**src/rtl/tmh_pkg.sv**
```systemverilog
// shared constants and types for the touch matrix host link
package tmh_pkg;
  localparam int CLK_HZ = 25000000;
  localparam int SCK_HALF = 4;
  localparam int BYTE_GAP_NS = 20000;
  localparam int BYTE_GAP_CYC = (BYTE_GAP_NS * 25 + 999) / 1000;
  localparam int POLL_MS = 50;
  localparam int POLL_CYC = POLL_MS * (CLK_HZ / 1000);
  localparam int MIN_POLL_MS = 10;
  localparam int MIN_POLL_CYC = MIN_POLL_MS * (CLK_HZ / 1000);
  localparam int UART_DIV = 217;
  localparam logic [7:0] CMD_NULL = 8'h00;
  localparam logic [7:0] CMD_LAST = 8'h0f;
  localparam logic [7:0] ACK_LAST = 8'hf0;
  localparam logic [7:0] CMD_FIRST_KEY = 8'h06;
  localparam logic [7:0] CMD_ALL_KEYS = 8'h07;
  localparam logic [7:0] CMD_ERR_A = 8'h0b;
  localparam logic [7:0] CMD_ERR_B = 8'h0c;
  localparam int FIFO_DEPTH = 8;

  typedef struct packed {
    logic [7:0] cmd;
    logic [3:0] resp_cnt;
  } tmh_req_t;

  typedef enum logic [2:0] {
    ST_IDLE = 3'b000,
    ST_WAIT_RDY = 3'b001,
    ST_SHIFT = 3'b010,
    ST_GAP = 3'b011,
    ST_PUSH = 3'b100
  } tmh_state_t;
endpackage

```
**src/rtl/tmh_fifo.sv**
```systemverilog
// small valid/ready fifo for response bytes
`timescale 1ns/1ns
module tmh_fifo #(
  parameter int WIDTH = 8,
  parameter int DEPTH = 8
) (
  // clock and reset
  input wire logic clk_sys,
  input wire logic rst,
  // fill side
  input wire logic in_valid,
  input wire logic [WIDTH-1:0] in_data,
  output logic in_ready,
  // drain side
  output logic out_valid,
  output logic [WIDTH-1:0] out_data,
  input wire logic out_ready
);
  localparam int AW = $clog2(DEPTH);
  logic [WIDTH-1:0] mem_q [DEPTH];
  logic [AW:0] wr_q, rd_q;
  wire push = in_valid && in_ready;
  wire pop = out_valid && out_ready;
  assign in_ready = (wr_q - rd_q) != (AW + 1)'(DEPTH);
  assign out_valid = wr_q != rd_q;
  assign out_data = mem_q[rd_q[AW-1:0]];
  always_ff @(posedge clk_sys or posedge rst) begin
    if (rst) begin
      wr_q <= '0;
      rd_q <= '0;
    end else begin
      if (push) wr_q <= wr_q + 1'b1;
      if (pop) rd_q <= rd_q + 1'b1;
    end
  end
  always_ff @(posedge clk_sys) begin
    if (push) mem_q[wr_q[AW-1:0]] <= in_data;
  end
endmodule

```
**src/rtl/tmh_host.sv**
```systemverilog
// host side spi controller for the touch matrix device
// How it works
// - host uses only the spi port, rx held idle high
// - host clocks out each response byte itself
// - crc bytes pass through untouched to the user
// - host sends only while comms_ready_line is high
// - uart hold-off of comms_ready_line unused; host only reads it
// - after reset host repeats 0x0f until 0xf0 returns
// - auto poll with first-key at a 50ms period
// - null fetches follow each other as fast as the 20us gap, ready and fifo room allow
// - user picks all-keys only after first-key shows several
// - user issues error-status commands on error reports
// - after each byte wait 20us, then for ready high
// - nulls fetch all responses before the next command
// - sck idles high, shift out on fall, sample at the end of the high phase
`timescale 1ns/1ns
module tmh_host
  import tmh_pkg::*;
#(
  parameter int POLL_CYCLES = POLL_CYC
) (
  // clock and reset
  input wire logic clk_sys,
  input wire logic rst,
  // user command port
  input wire logic req_valid,
  input wire tmh_req_t req,
  output logic req_ready,
  input wire logic auto_poll_en,
  // user response port
  output logic rsp_valid,
  output logic [7:0] rsp_data,
  input wire logic rsp_ready,
  output logic synced,
  // spi pins
  output logic spi_sck,
  output logic spi_mosi,
  input wire logic spi_miso,
  output logic spi_ss_n,
  // other device pins
  input wire logic comms_ready_line,
  output logic uart_rx_pin,
  output logic wake_sync_input,
  output logic sample_pin_o,
  output logic sample_pin_oe_n
);
  logic [2:0] rdy_s_q, miso_s_q;
  logic rdy_f_q, miso_f_q;
  // a pin change counts only once the last two stages agree
  wire rdy_agree = rdy_s_q[1] == rdy_s_q[2];
  wire miso_agree = miso_s_q[1] == miso_s_q[2];
  wire rdy_hi = rdy_f_q;
  wire miso_bit = miso_f_q;
  always_ff @(posedge clk_sys or posedge rst) begin
    if (rst) begin
      rdy_s_q <= '0;
      miso_s_q <= '0;
      rdy_f_q <= 1'b0;
      miso_f_q <= 1'b0;
    end else begin
      rdy_s_q <= {rdy_s_q[1:0], comms_ready_line};
      miso_s_q <= {miso_s_q[1:0], spi_miso};
      if (rdy_agree) rdy_f_q <= rdy_s_q[2];
      if (miso_agree) miso_f_q <= miso_s_q[2];
    end
  end

  tmh_state_t st_q, st_d;
  logic [7:0] tx_q, rx_q, cmd_q;
  logic [3:0] left_q, bit_q;
  logic [2:0] half_q;
  logic [15:0] gap_q;
  logic [31:0] poll_q;
  logic is_cmd_q, sync_q, sck_q, ss_n_q, mosi_q;
  logic fifo_in_ready, fifo_push;
  wire poll_due = poll_q == 32'h0;
  // null fetch pending has priority over any new command
  wire need_fetch = left_q != 4'h0;
  // only a request offered while ready stands is taken
  wire take_user = !need_fetch && sync_q && req_valid
    && req_ready;
  wire take_poll = !need_fetch && sync_q && !req_valid
    && auto_poll_en && poll_due;
  wire take_sync = !need_fetch && !sync_q;
  wire start = take_user || take_poll || take_sync || need_fetch;
  wire half_done = half_q == 3'(SCK_HALF - 1);

  always_comb begin
    st_d = st_q;
    case (st_q)
      ST_IDLE: if (start) st_d = ST_WAIT_RDY;
      ST_WAIT_RDY: if (rdy_hi) st_d = ST_SHIFT;
      ST_SHIFT: if (half_done && sck_q && bit_q == 4'h8)
        st_d = ST_PUSH;
      ST_PUSH: if (is_cmd_q || fifo_in_ready) st_d = ST_GAP;
      ST_GAP: if (gap_q == 16'h0 && rdy_hi) st_d = ST_IDLE;
      default: st_d = ST_IDLE;
    endcase
  end

  // response bytes only, synchronising answers stay internal
  assign fifo_push = st_q == ST_PUSH && !is_cmd_q && sync_q;

  always_ff @(posedge clk_sys or posedge rst) begin
    if (rst) begin
      st_q <= ST_IDLE;
      tx_q <= 8'h00;
      rx_q <= 8'h00;
      cmd_q <= 8'h00;
      left_q <= 4'h0;
      bit_q <= 4'h0;
      half_q <= 3'h0;
      gap_q <= 16'h0;
      poll_q <= 32'h0;
      is_cmd_q <= 1'b0;
      sync_q <= 1'b0;
      sck_q <= 1'b1;
      ss_n_q <= 1'b1;
      mosi_q <= 1'b1;
    end else begin
      st_q <= st_d;
      if (st_q != ST_IDLE && poll_due) poll_q <= poll_q;
      else if (poll_due && take_poll) poll_q <= 32'(POLL_CYCLES);
      else if (!poll_due) poll_q <= poll_q - 32'h1;
      if (st_q == ST_IDLE && start) begin
        is_cmd_q <= !need_fetch;
        if (need_fetch) tx_q <= CMD_NULL;
        else if (take_user) tx_q <= req.cmd;
        else if (take_poll) tx_q <= CMD_FIRST_KEY;
        else tx_q <= CMD_LAST;
        if (take_user) left_q <= req.resp_cnt;
        else if (take_poll) left_q <= 4'h1;
        else if (take_sync) left_q <= 4'h1;
        else left_q <= left_q - 4'h1;
        if (!need_fetch) cmd_q <= take_user ? req.cmd
          : (take_poll ? CMD_FIRST_KEY : CMD_LAST);
      end
      if (st_q == ST_WAIT_RDY && rdy_hi) begin
        ss_n_q <= 1'b0;
        bit_q <= 4'h0;
        half_q <= 3'h0;
        mosi_q <= tx_q[7];
      end
      if (st_q == ST_SHIFT) begin
        half_q <= half_done ? 3'h0 : half_q + 3'h1;
        if (half_done) begin
          if (sck_q) begin
            // sample at the end of the high phase: the synchroniser
            // delay would put a sample at the rise on the old bit
            if (bit_q != 4'h0) rx_q <= {rx_q[6:0], miso_bit};
            if (bit_q != 4'h0 && bit_q != 4'h8)
              mosi_q <= tx_q[3'h7 - bit_q[2:0]];
            if (bit_q != 4'h8) sck_q <= 1'b0;
          end else begin
            sck_q <= 1'b1;
            bit_q <= bit_q + 4'h1;
          end
        end
      end
      if (st_q == ST_PUSH && st_d == ST_GAP) begin
        ss_n_q <= 1'b1;
        mosi_q <= 1'b1;
        gap_q <= 16'(BYTE_GAP_CYC);
        // ack of 0x0f ends the resync loop
        if (!sync_q && !is_cmd_q && cmd_q == CMD_LAST
          && rx_q == ACK_LAST) sync_q <= 1'b1;
      end
      if (st_q == ST_GAP && gap_q != 16'h0) gap_q <= gap_q - 16'h1;
    end
  end

  logic [7:0] rsp_d_w;
  logic rsp_v_w;
  wire rsp_take = !rsp_valid || rsp_ready;
  wire rsp_load = rsp_v_w && rsp_take;
  tmh_fifo #(.WIDTH(8), .DEPTH(FIFO_DEPTH)) u_fifo (
    .clk_sys(clk_sys),
    .rst(rst),
    .in_valid(fifo_push),
    .in_data(rx_q),
    .in_ready(fifo_in_ready),
    .out_valid(rsp_v_w),
    .out_data(rsp_d_w),
    .out_ready(rsp_take)
  );

  // output stage registers so each port comes from a flop
  always_ff @(posedge clk_sys or posedge rst) begin
    if (rst) begin
      rsp_valid <= 1'b0;
      rsp_data <= 8'h00;
      req_ready <= 1'b0;
      synced <= 1'b0;
    end else begin
      // refill as a byte leaves, so bursts drain at full rate
      if (rsp_load) begin
        rsp_valid <= 1'b1;
        rsp_data <= rsp_d_w;
      end else if (rsp_ready) begin
        rsp_valid <= 1'b0;
      end
      req_ready <= st_d == ST_IDLE && st_q == ST_IDLE && !need_fetch
        && sync_q && !take_user;
      synced <= sync_q;
    end
  end

  // idle levels keep the device in spi mode with defaults kept
  always_ff @(posedge clk_sys or posedge rst) begin
    if (rst) begin
      spi_sck <= 1'b1;
      spi_mosi <= 1'b1;
      spi_ss_n <= 1'b1;
      uart_rx_pin <= 1'b1;
      wake_sync_input <= 1'b1;
      sample_pin_o <= 1'b0;
      sample_pin_oe_n <= 1'b0;
    end else begin
      spi_sck <= sck_q;
      spi_mosi <= mosi_q;
      spi_ss_n <= ss_n_q;
      uart_rx_pin <= 1'b1;
      wake_sync_input <= 1'b1;
      sample_pin_o <= 1'b0;
      sample_pin_oe_n <= 1'b0;
    end
  end
endmodule

```
**config.mk**
```make
export PLATFORM = sky130hd
export DESIGN_NAME = tmh_host
export DESIGN_NICKNAME = d
export VERILOG_FILES = /design/src/rtl/tmh_pkg.sv /design/src/rtl/tmh_fifo.sv /design/src/rtl/tmh_host.sv
export SDC_FILE = /design/constraint.sdc
export NUM_CORES = 1
export LEC_CHECK = 0
export ABC_AREA = 1
export BUFFER_PORTS_ARGS = -buffer_cell sky130_fd_sc_hd__buf_4
export CORE_UTILIZATION = 56
export CTS_BUF_LIST = sky130_fd_sc_hd__clkbuf_16
export CTS_CLUSTER_DIAMETER = 50
export CTS_CLUSTER_SIZE = 14
export DETAILED_ROUTE_END_ITERATION = 10
export GPL_TIMING_DRIVEN = 0
export HOLD_SLACK_MARGIN = 0.05
export PLACE_DENSITY = 0.83
export SKIP_LAST_GASP = 1
export SYNTH_ARGS = -nofsm -noshare
export SYNTH_HDL_FRONTEND = slang
export SYNTH_HIERARCHICAL = 1
export SYNTH_SLANG_ARGS = --single-unit
```
**constraint.sdc**
```tcl
create_clock -name clk_sys -period 3.8 [get_ports clk_sys]
set_input_delay 0.76 -clock clk_sys [delete_from_list [all_inputs] [get_ports clk_sys]]
set_output_delay 0.76 -clock clk_sys [all_outputs]
set_load 0.05 [all_outputs]
```
# After elaboration in Yosys (flattened, before gate mapping)
# Memory sizes are Yosys's and may differ from the RTL's. A register that Yosys moved wholly into a read port is not among the register bits.
# Cells that the tools add are included.
[word_totals]
latch_bits = 0
ff_bits = 113
input_bits = 19
rom_bits = 0
n_memories = 1
out_inout_bits = 18
ramBits = 64
[mem_list]
columns = ["name", "depth", "word_bits", "read_ports", "rd_ports_with_merged_regs", "write_ports", "line_no", "rtl"]
rows = [
  ["u_fifo.mem_q", 8, 8, 1, 1, 1, "tmh_fifo.sv:20", "logic [WIDTH-1:0] mem_q [DEPTH];"],
]
[classes]
reduce_logical = 56
bitwise = 2
muxes = 39
n_eq_ne = 15
n_lt_le_gt_ge = 1
multipliers = 0
add_sub_neg = 9
n_shift = 0
div = 0
[op_table]
columns = ["cell", "n"]
rows = [
  ["$mux W32", 2],
  ["$logic_not A32 Y1", 1],
  ["$mux W16", 2],
  ["$mux W4", 8],
  ["$sub A32 B1 Y32 const B", 1],
  ["$logic_and A1 B1 Y1", 28],
  ["$mux W3", 8],
  ["$logic_not A16 Y1", 1],
  ["$mux W8", 2],
  ["$reduce_bool A16 Y1", 1],
  ["$sub A16 B1 Y16 const B", 1],
  ["$mux W1", 15],
  ["$pmux W3 S5", 1],
  ["$add A4 B1 Y4 const B", 3],
  ["$eq A3 B2 Y1 const B", 4],
  ["$eq A8 B4 Y1 const B", 1],
  ["$eq A8 B8 Y1 const B", 1],
  ["$ne A4 B4 Y1 const B", 2],
  ["$reduce_and A2 Y1", 4],
  ["$reduce_bool A2 Y1", 4],
  ["$reduce_bool A4 Y1", 2],
  ["$logic_not A1 Y1", 6],
  ["$logic_not A3 Y1", 2],
  ["$logic_or A1 B1 Y1", 5],
  ["other kinds (15)", 17],
]

# Depth between registers and ports, before layout
# Gate-level depths: netlist (run 1).
[logic_depth]
depth_word = 16
ltp_mapped = 16

# By module
# Netlist (run 1), hierarchy kept.
[by_module_without_submodules]
columns = ["module", "instances", "cells_per_inst", "seq_area_each_um2", "area_each_um2"]
rows = [
  ["tmh_host", 1, 686, 2835.2, 5818.1],
  ["tmh_fifo", 1, 269, 2122.0, 3056.7],
]

# Worst setup path before layout (run 1)
# No wires, ideal clock.
[synth_path]
path_type = "register to register"
start = "register u_fifo.rd_q[1]"
end = "register gap_q[11]"
t_arrival_ps = 2138
period_less_slack_ps = 2260
path_stages_with_launch = 15
setup_ps = 122
setup_slack_ps = 1540
path_cell_list = "dfrtp_1 inv_1 buf_2 ha_1 nand2_1 nand2_1 nand2_1 nand2_1 nand3_4 nor2_1 nor2_1 inv_1 clkbuf_1 a21oi_1 nor2_1"
[synth_via]
elab_chain_cells = 8
[synth_lines]
columns = ["item", "line_no", "rtl"]
rows = [
  ["start, declared", "tmh_fifo.sv:21", "logic [AW:0] wr_q, rd_q;"],
  ["start signal, assigned", "tmh_fifo.sv:33", "if (pop) rd_q <= rd_q + 1'b1;"],
  ["$sub A4 B4 Y4", "tmh_fifo.sv:24", "assign in_ready = (wr_q - rd_q) != (AW + 1)'(DEPTH);"],
  ["$ne A4 B4 Y1", "tmh_fifo.sv:24", ""],
  ["net fifo_in_ready", "tmh_host.sv:75", "logic fifo_in_ready, fifo_push;"],
  ["$logic_or A1 B1 Y1", "tmh_host.sv:95", "ST_PUSH: if (is_cmd_q || fifo_in_ready) st_d = ST_GAP;"],
  ["$mux W3", "tmh_host.sv:95", ""],
  ["$pmux W3 S5", "tmh_host.sv:90", "case (st_q)"],
  ["$eq A3 B2 Y1", "tmh_host.sv:160", "if (st_q == ST_PUSH && st_d == ST_GAP) begin"],
  ["$logic_and A1 B1 Y1", "tmh_host.sv:160", ""],
  ["$reduce_bool A2 Y1 (no line)", "n/a", ""],
  ["end signal, assigned", "tmh_host.sv:163", "gap_q <= 16'(BYTE_GAP_CYC);"],
  ["end signal, assigned", "tmh_host.sv:168", "if (st_q == ST_GAP && gap_q != 16'h0) gap_q <= gap_q - 16'h1;"],
  ["end, declared", "tmh_host.sv:72", "logic [15:0] gap_q;"],
]
# The timed path passes the listed nets, and every way through them passes these cells.
# A chain may end at the register's enable or synchronous reset.

# Final worst setup path (run 1)
# Ends and elaborated chain as after synthesis.

==> results of run 1 <==
[flip-flops by register name, indices dropped and copies added, names as in the netlist, 3 cells and up]
signal / flops
rdy_s_q: 3
u_fifo/mem_q: 64
rsp_data: 8
poll_q: 32
rx_q: 8
tx_q: 8
left_q: 4
bit_q: 4
gap_q: 16
u_fifo/rd_q: 4
half_q: 3
miso_s_q: 3
u_fifo/wr_q: 4
cmd_q: 8
st_q: 3
[power by group through the flow]
| stage | sequential (mW) | combinational, mW | clock, mW |
|---|---|---|---|
| finish | 2.39 | 1.65 | 1.82 |
| detailed placement | 2.42 | 1.63 | 0 |
| global route | 2.40 | 1.83 | 1.92 |
| floorplan | 2.56 | 1.06 | 0 |
| global placement | 2.41 | 1.57 | 0 |
| CTS | 2.38 | 1.64 | 1.84 |
[synthesized netlist by cell type, types with 2 or more instances]
master / n
a21oi_1: 11
nand3_1: 42
xor2_1: 26
nor3_2: 10
nand3b_1: 3
nor2_2: 6
nand2_1: 229
o22ai_1: 19
nand2_2: 2
nor3b_1: 2
nor2_8: 2
buf_4: 9
maj3_1: 2
conb_1: 2
nor2_4: 2
nor4_1: 4
nor2_1: 141
nand3_4: 3
nand2_4: 3
buf_2: 6
inv_1: 67
edfxtp_1: 64
clkbuf_2: 2
a31oi_1: 3
clkbuf_1: 5
o21ai_1: 11
o21ai_0: 60
xnor2_1: 7
nand4_1: 21
buf_6: 5
ha_1: 14
inv_2: 7
nor3_1: 19
dfrtp_1: 115
or2_2: 6
nand3_2: 4
dfstp_2: 6
mux2_2: 8
[how the worst max path moves through the flow]
| stage | from | end | slack [ns] | cells past startpoint |
|---|---|---|---|---|
| 2_1_floorplan | rst | bit_q[0] | 0.06 | 1 |
| 3_3_place_gp | rst | gap_q[14] | -1.19 | 2 |
| 3_5_place_dp | u_fifo/rd_q[1] | gap_q[11] | 0.76 | 15 |
| 4_1_cts | u_fifo/rd_q[1] | gap_q[11] | 0.74 | 15 |
| 5_1_grt | u_fifo/rd_q[1] | gap_q[11] | 0.46 | 15 |
| 6_report | u_fifo/rd_q[1] | gap_q[11] | 0.69 | 15 |
[per-layer routing]
metal	part of all wire	GRT usage
met5	0	0
met4	0.020	0.08997
met3	0.054	0.04925
met2	0.49	0.3948
met1	0.44	0.3094
[metrics by stage]
stage | cell area [um2] | total power [mW] | hold WS [ns] | utilization
after floorplan | 8882 | 3.614 | 0.3312 | -
after detailed placement | 9417 | 4.046 | 0.3358 | 0.6149
final | 10030 | 5.857 | 0.3008 | 0.6547
after CTS | 10030 | 5.861 | 0.2998 | 0.6547
after global routing | 10030 | 6.153 | 0.3217 | 0.6547
after global placement | 9387 | 3.980 | 0.3335 | 0.6129
[area by class of cell]
| type | instances | area share |
|---|---|---|
| sequential | 185 | 0.4944 |
| multi-input combinational | 669 | 0.3444 |
| clock buffer | 17 | 0.04243 |
| inverter | 76 | 0.02908 |
| timing repair buffer | 33 | 0.02671 |
| tap | 211 | 0.02633 |
| clock inverter | 15 | 0.01835 |
| buffer | 27 | 0.01822 |
[cell families after synthesis]
logic type | after synthesis | synth area share
flops | 185 | 0.5586
xor+xnor | 33 | 0.03257
buf+inv | 103 | 0.05315
compound gates | 108 | 0.06683
simple gates | 500 | 0.2559
fa+ha+maj | 16 | 0.02199
mux | 8 | 0.01015
other cells | 2 | 0.0008462
[worst max-delay path, delay by kind of cell (launching register included)]
family | cells | cell delay, ns
fa+ha+maj | 1 | 0.32
simple gates | 8 | 0.87
compound gates | 1 | 0.22
flops | 1 | 0.59
buf+inv | 5 | 1.00
==> impl_metrics.tcl, run 1 <==
set metrics [dict create \
    antenna_found_initial 0 \
    rsz0062_at_grt "false" \
    power.leakage_nw 4.277 \
    clockRootBuffer "clkbuf_16" \
    synth.top_cell.area_share 0.3243 \
    viasPerCell 5.467 \
    fp.dieW_um 127.9 \
    ys_seq_area_frac 0.5586 \
    cp-end-kind "flip-flop" \
    finalSetupViolations 0 \
    diodes 0 \
    num_vias 6741 \
    syn_inst 955 \
    clk_latency_ns 0.43 \
    synth_edf_count 64 \
    pre_cts_ws_ns 0.7647 \
    max_freq_ghz 0.3214 \
    async_flop_share 0.6541 \
    initial_core_util 0.5795 \
    io_buffers 32 \
    wire_per_inst_um 14.72 \
    hp-class "input port to asynchronous set/reset pin" \
    rows 45 \
    fin_nets 1042 \
    reg2regPathDepth 15 \
    period_minus_slack_ns 3.111 \
    post-cts-setup-buffers 0 \
    pwr-share-clk 0.311 \
    arrival_ns 3.43 \
    grt_max_degree 71 \
    pin_count 37 \
    ctsHoldBuffers 0 \
    powerDensity_nw_per_um2 584.2 \
    dieArea_um2 16360 \
    status "finished clean" \
    clock-sinks 185 \
    grtUsageTotal 0.2381 \
    ff_latch_area_um2 4957 \
    cts_buffers 17 \
    multi_input_area_um2 3453 \
    dp_hpwl_um 12350 \
    finalCritPeriodShare 0.8188 \
    overflow 0 \
    ys_ff_latch 185 \
    area_delta_synth_final_pct 12.97 \
    worst-path-max-fanout 10 \
    fill_cells 1205 \
    placedCellCount 1201 \
    cts-htree-levels 4 \
    fin_skew_ns 0.007239 \
    vdd_drop_max_v 0.0003366 \
    postCtsResizedCells 0 \
    drc 0 \
    tightestPinTransition_ns 0.9347 \
    regToRegSetupSlack_ns 0.69 \
    synth_warnings 6 \
    drive_gt1_frac 0.1438 \
    synth_top_cell_by_area "dfrtp_1" \
    maxCapViolations 0 \
    critPathMaxStageDelay_ns 0.59 \
    p_int_mw 3.887 \
    finalWorstSetupSlack_ns 0.6886 \
    p_seq_frac 0.407 \
    grt_pass1_wl_um 30260 \
    power.share.combinational 0.282 \
    ys_types 45 \
    cts_tree "built" \
    drt_iter0_drc 538 \
    netlist_area_um2 8875 \
    reg2reg_to "gap_q[11]" \
    slew_violations 0 \
    clk_pin_slew_ns 0.06 \
    critPathRequiredTime_ns 4.12 \
    worstSetupStartpointType "flip-flop" \
    grt_pass1_vias 6374 \
    fin_tns_setup_ns 0 \
    synth_area_leaders "dfrtp_1 32%, edfxtp_1 22%, nand2_1 9.7%" \
    p_sw_mw 1.970 \
    power.share.switching 0.3364 \
    reg2reg_from "u_fifo/rd_q[1]" \
    crit_type "flip-flop to flip-flop" \
    cp_slowest_cell "dfrtp_1" \
    mostFrequentLayoutCell "nand2_1" \
    syn_avg_cell_area_um2 9.293 \
    drt_first_pass_iters 7 \
    instances_no_fill 1233 \
    clock_path_buffers 2 \
    crit_top_cell "nand2_1" \
    layout_common_cells "229 x nand2_1, 141 x nor2_1, 115 x dfrtp_1" \
    maxSlewHeadroom 0.3746 \
    crit_chain "inv_1 > buf_2 > ha_1 > nand2_1 > nand2_1 > inv_1 > nand2_1 > nand2_1 > nand3_4 > nor2_1 > nor2_1 > inv_1 > clkbuf_1 > a21oi_1 > nor2_1" \
    gp_congestion 0.8992 \
    detail-route-antenna-nets 0 \
    finalWirelength_um 18150 \
    finalHoldViolCount 0 \
    die_height_um 127.9 \
    core_area_um2 15310 \
    synth_ff_type "dfrtp_1" \
]
(Power assumes the default switching activity.)
==> run 2, diff against run 1 <==
- clock period: 3.8 -> 2.6 ns (I/O delays scaled with it)
==> run 2 against run 1 <==
Compared with the run above: setup slack worse by 0.56 ns; design area is 0.12% lower; count of clock-buffer cells in the layout stayed put; critical endpoint is now u_fifo/mem_q[6][1]; via count is 1.2% lower; global-route usage is 0.087 points lower.
==> impl_metrics.tcl, run 2 (synthesized netlist as in run 1, its figures left out) <==
set metrics [dict create \
    finalWirelength_um 17750 \
    slew_violations 0 \
    cts-htree-levels 4 \
    area_delta_synth_final_pct 12.83 \
    stdcell_area_um2 10010 \
    reg2reg_to "u_fifo/mem_q[6][1]" \
    placedCellCount 1202 \
    initial_core_util 0.5795 \
    arrival_ns 2.54 \
    layout_common_cells "229 x nand2_1, 132 x nor2_1, 114 x dfrtp_1" \
    finalSetupViolations 0 \
    drt_first_pass_iters 5 \
    status "finished clean" \
    clk_latency_ns 0.43 \
    worst-path-max-fanout 18 \
    fin_nets 1042 \
    finalCritPeriodShare 0.9501 \
    max_freq_ghz 0.4048 \
    drc 0 \
    cp-end-kind "flip-flop" \
    pin_count 37 \
    fin_total_pwr_mw 8.347 \
    maxCapViolations 0 \
    largest_reg_flops 64 \
    antenna_found_initial 0 \
    power.leakage_nw 4.278 \
    wire_per_inst_um 14.41 \
    drive_gt1_frac 0.1577 \
    dieArea_um2 16360 \
    critical-path-top-delay-family "simple AND/OR/NAND/NOR gates" \
    clockRootBuffer "clkbuf_16" \
    rsz0062_at_grt "true" \
    viasPerCell 5.407 \
    reg2regPathDepth 9 \
    clk_pin_slew_ns 0.07 \
    io_buffers 32 \
    grt_pass1_vias 6423 \
    gp_congestion 0.8834 \
    cp-endpoint "u_fifo/mem_q[6][1]" \
    dp_hpwl_um 12320 \
    maxSlewHeadroom 0.5011 \
    num_vias 6662 \
    finalWorstSetupSlack_ns 0.1297 \
    placed_area_um2 9430 \
    powerDensity_nw_per_um2 833.6 \
    finalHoldViolCount 0 \
    diodes 0 \
    hp-class "input port to asynchronous set/reset pin" \
    core_area_um2 15310 \
    worstSetupStartpointType "flip-flop" \
    worstPathBufferInverterCount 1 \
    overflow 0 \
    crit_chain "inv_2 > ha_1 > nand2_1 > nand2_1 > nand2_1 > nand2_1 > nand3_4 > nand3_2 > nor2_2" \
    vdd_drop_max_v 0.0005041 \
    grtUsageTotal 0.2372 \
    pre_cts_ws_ns -0.4068 \
    tightestPinTransition_ns 0.7468 \
    die_height_um 127.9 \
    detail-route-antenna-nets 0 \
    cp-startpoint "u_fifo/rd_q[1]" \
    grt_pass1_wl_um 30080 \
    cts_tree "built" \
    clock-sinks 185 \
    fin_skew_ns 0.005902 \
    reg2reg_from "u_fifo/rd_q[1]" \
    grt_max_degree 43 \
    clock_path_buffers 2 \
    drt_iter0_drc 541 \
    period_minus_slack_ns 2.470 \
    fp.dieW_um 127.9 \
    crit_type "flip-flop to flip-flop" \
    critPathRequiredTime_ns 2.67 \
    critPathMaxStageDelay_ns 0.49 \
    cts_buffers 17 \
    mostFrequentLayoutCell "nand2_1" \
    regToRegSetupSlack_ns 0.13 \
    path_depth 9 \
    instances_no_fill 1232 \
    rows 45 \
    crit_top_cell "nand2_1" \
    cp_slowest_cell "dfrtp_2" \
]
==> run 2: cell count changes in the layout (fill, tap and decap cells not counted), sizes merged <==
cell,change
inv,+1
clkinv,-1
clkinvlp,+2
bufinv,-3
==> run 2: worst register-to-register path, stage by stage, from the launching register on <==
cell and delay [ns]:
dfrtp_2 0.49, inv_2 0.27, ha_1 0.31, nand2_1 0.08, nand2_1 0.06, nand2_1 0.07, nand2_1 0.08, nand3_4 0.14
nand3_2 0.14, nor2_2 0.46
==> run 2: worst min-delay path by stage <==
| stage | startpoint | to | cells past startpoint |
|---|---|---|---|
| after CTS | rst | u_fifo/wr_q[2] | 2 |
| final | rst | u_fifo/rd_q[0] | 2 |
| after global routing | rst | u_fifo/rd_q[0] | 2 |
| after detailed placement | miso_s_q[0] | miso_s_q[1] | 0 |
| after global placement | rdy_s_q[0] | rdy_s_q[1] | 0 |
| after floorplan | miso_s_q[0] | miso_s_q[1] | 0 |
==> run 2: stage by stage <==
stage | TNS [ns] | hold slack [ns] | util
2_1_floorplan | 0 | 0.3312 | -
3_3_place_gp | -14.67 | 0.3320 | 0.6132
3_5_place_dp | -16.96 | 0.3387 | 0.6158
4_1_cts | 0 | 0.06561 | 0.6537
5_1_grt | -0.006227 | 0.09258 | 0.6538
6_report | 0 | 0.06876 | 0.6538
==> run 2: cell type report <==
cell class	instances	area (um2)
repair buffers	34	280.3
clock inverters	14	125.1
clock buffers	17	425.4
plain buffers	26	181.4
flip-flops and latches	185	4959
well taps	211	264.0
multi-input cells	669	3486
inverters	76	292.8
fillers	1217	5301
==> run 2: metal layers <==
layer,track usage,vias up,part of all wire
met5,0,-,0
met4,0.09412,0,0.022
met3,0.03715,35,0.050
met2,0.3942,200,0.48
met1,0.3140,3157,0.45
li1,-,3270,-
==> run 2: power by group <==
| group | internal, mW | leakage [nW] | switching [mW] | total, mW |
|---|---|---|---|---|
| registers | 3.28 | 1.99 | 0.205 | 3.49 |
| clock network | 1.32 | 0.268 | 1.10 | 2.42 |
| logic | 0.822 | 2.02 | 1.61 | 2.44 |
==> run 2: what timing repair did <==
action / CTS / global route
buffers inserted: 0 / 0
gates resized for setup: 13 / 2
hold buffers: 0 / 0
setup endpoints to repair: 71 / 71
==> run 3, diff against run 2 <==
- SYNTH_HIERARCHICAL: 1 -> not set
==> run 3 against run 2 <==
Compared with the run above: worst hold slack improved by 0.069 ns; via count down 0.26%; die area fell by 1.1%; critical path type unchanged; design area up 0.86%; fmax is 3.2% lower; final cell count is 0.16% higher; register-to-register slack lost 0.08 ns.
==> impl_metrics.tcl, run 3 <==
set metrics [dict create \
    synth.top_cell.area_share 0.3281 \
    antenna_found_initial 0 \
    worstPathBufferInverterCount 2 \
    slew_violations 0 \
    overflow 0 \
    synth_compound_area_frac 0.08344 \
    synth_ff_type "dfrtp_1" \
    mostFrequentLayoutCell "nand2_1" \
    yosysMostFrequentCell "nand2_1" \
    dp_hpwl_um 13110 \
    synth_top_cell_by_area "dfrtp_1" \
    critPathMaxStageDelay_ns 0.47 \
    powerDensity_nw_per_um2 645.5 \
    grt_pass1_vias 6431 \
    period_minus_slack_ns 2.551 \
    crit_chain "inv_4 > ha_1 > or2_1 > nand2_1 > nand2_1 > nand2_1 > nor2_4 > nor3_4 > nand2_2 > nor2_4 > buf_12" \
    io_buffers 32 \
    clock_path_buffers 2 \
    crit_top_cell "nand2_1" \
    maxCapViolations 0 \
    clockRootBuffer "clkbuf_16" \
    finalCritPeriodShare 0.9810 \
    synth_common_cells "186 x nand2_1, 140 x nor2_1, 115 x dfrtp_1" \
    initial_core_util 0.5749 \
    wire_per_inst_um 15.46 \
    netlist_area_um2 8772 \
    maxSlewHeadroom 0.6453 \
    critical-path-top-delay-family "simple AND/OR/NAND/NOR gates" \
    gp_congestion 0.8860 \
    synth-simple-area-share 0.2318 \
    viasPerCell 5.385 \
    vdd_drop_max_v 0.0005549 \
    dieArea_um2 16170 \
    ys_types 45 \
    ys_seq_area_frac 0.5651 \
    synth_top_family_by_area "simple AND/OR/NAND/NOR gates" \
    yosys-mux-area-fraction 0.001284 \
    synth_area_leaders "dfrtp_1 33%, edfxtp_1 22%, nand2_1 8.0%" \
    cts-htree-levels 4 \
    die_height_um 127.2 \
    fin_tns_setup_ns 0 \
    detail-route-antenna-nets 0 \
    drt_first_pass_iters 5 \
    grtUsageTotal 0.2523 \
    layout_common_cells "184 x nand2_1, 133 x nor2_1, 113 x dfrtp_1" \
    synth_fa_ha_area_frac 0.02225 \
    synth_warnings 0 \
    diodes 0 \
    rsz0062_at_grt "true" \
    fin_nets 1043 \
    tightestPinTransition_ns 0.5310 \
    hp-class "input port to asynchronous set/reset pin" \
    async_flop_share 0.6541 \
    clk_latency_ns 0.42 \
    largest_reg_flops 64 \
    fin_total_pwr_mw 6.520 \
    ys_ff_latch 185 \
    fin_skew_ns 0.009794 \
    rows 45 \
    clk_pin_slew_ns 0.07 \
    finalSetupViolations 0 \
    area_delta_synth_final_pct 15.13 \
    num_vias 6645 \
    worst_hold_slack_ns 0.1380 \
    worstSetupStartpointType "flip-flop" \
    crit_type "flip-flop to flip-flop" \
    cp-end-kind "flip-flop" \
    cp_slowest_cell "dfrtp_2" \
    critPathRequiredTime_ns 2.74 \
    drive_gt1_frac 0.1447 \
    synth_xor_xnor_area_share 0.03994 \
    grt_max_degree 36 \
    cts_buffers 17 \
    power.leakage_nw 4.583 \
    status "finished clean" \
    core_area_um2 15260 \
    fin_util 0.6619 \
    syn_inst 946 \
    clock-sinks 185 \
    drt_iter0_drc 564 \
    drc 0 \
    finalWirelength_um 19080 \
    cts_tree "built" \
    pin_count 37 \
    fp.dieW_um 127.2 \
    arrival_ns 2.69 \
    grt_pass1_wl_um 31330 \
    synth_edf_count 64 \
    regToRegSetupSlack_ns 0.05 \
    max_freq_ghz 0.3921 \
    worst-path-max-fanout 10 \
    syn_avg_cell_area_um2 9.273 \
    finalHoldViolCount 0 \
]
[run 3: cell count changes in the layout (fill, tap and decap cells not counted), moves of 8 or more]
cell	change
o21ai_0	+15
nor2_4	+8
nand2_1	-45
a21oi_1	+13
inv_1	+20
[run 3: final cells by class]
type                            count  area (um2)
Multi-Input combinational cell    647        3423
Sequential cell                   185        4960
Clock buffer                       17       425.4
Clock inverter                     15       113.9
Buffer                             22       127.6
Fill cell                        1167        5159
Inverter                           92       360.3
Tap cell                          211       264.0
Timing Repair Buffer               45       425.4
[run 3: repair_timing]
action,in CTS,in global routing
setup endpoints to repair,80,65
resized for setup,21,2
hold buffers,0,0
setup buffers,5,5
pin swaps,3,4
[run 3: kinds of logic after synthesis]
group                      Yosys count
AOI/OAI and AO/OA                  135
buffers and inverters              116
DFF                                185
and+or+nand+nor                    451
xor gates and xnor gates            40
muxes                                1
other                                2
adders and majority gates           16
[run 3: path summary, 6_finish.rpt]
check                                  from            endpoint  cells past startpoint
max in group asynchronous               rst             rx_q[0]                      5
max                          u_fifo.rd_q[2]  u_fifo.mem_q[3][3]                     11
min reg2reg                     miso_s_q[0]         miso_s_q[1]                      0
min                                     rst           poll_q[0]                      2
max reg2reg                  u_fifo.rd_q[2]  u_fifo.mem_q[3][3]                     11
min in group clk_sys       comms_ready_line          rdy_s_q[0]                      1
[run 3: report_power, final]
group	switching (mW)	internal, mW	leakage, nW
registers	0.112	3.16	2.18
logic	0.591	0.294	2.13
clock network	1.06	1.30	0.273
total	1.76	4.76	4.58
[run 3: metal layers]
| metal | wire [um] | part of all wire | track usage |
|---|---|---|---|
| met1 | 8430 | 0.44 | 0.3314 |
| met2 | 9314 | 0.49 | 0.4163 |
| met3 | 1017 | 0.053 | 0.06156 |
| met4 | 319 | 0.017 | 0.07843 |
| met5 | 0 | 0 | 0 |
[run 3: worst reg2reg max path, cell delays in order (launching register included)]
cell and delay (ns):
dfrtp_2 0.47, inv_4 0.10, ha_1 0.37, or2_1 0.26, nand2_1 0.07, nand2_1 0.04, nand2_1 0.09, nor2_4 0.06
nor3_4 0.27, nand2_2 0.22, nor2_4 0.18, buf_12 0.14
[run 3: per-stage QoR]
step | instance area, um2 | instances | setup slack, ns
floorplan | 8788 | 948 | 0.02378
global placement | 9293 | 1191 | -0.6363
detailed placement | 9353 | 1194 | -0.7681
CTS | 10030 | 1229 | -0.01536
global route | 10100 | 1234 | -0.05647
finish | 10100 | 1234 | 0.04932
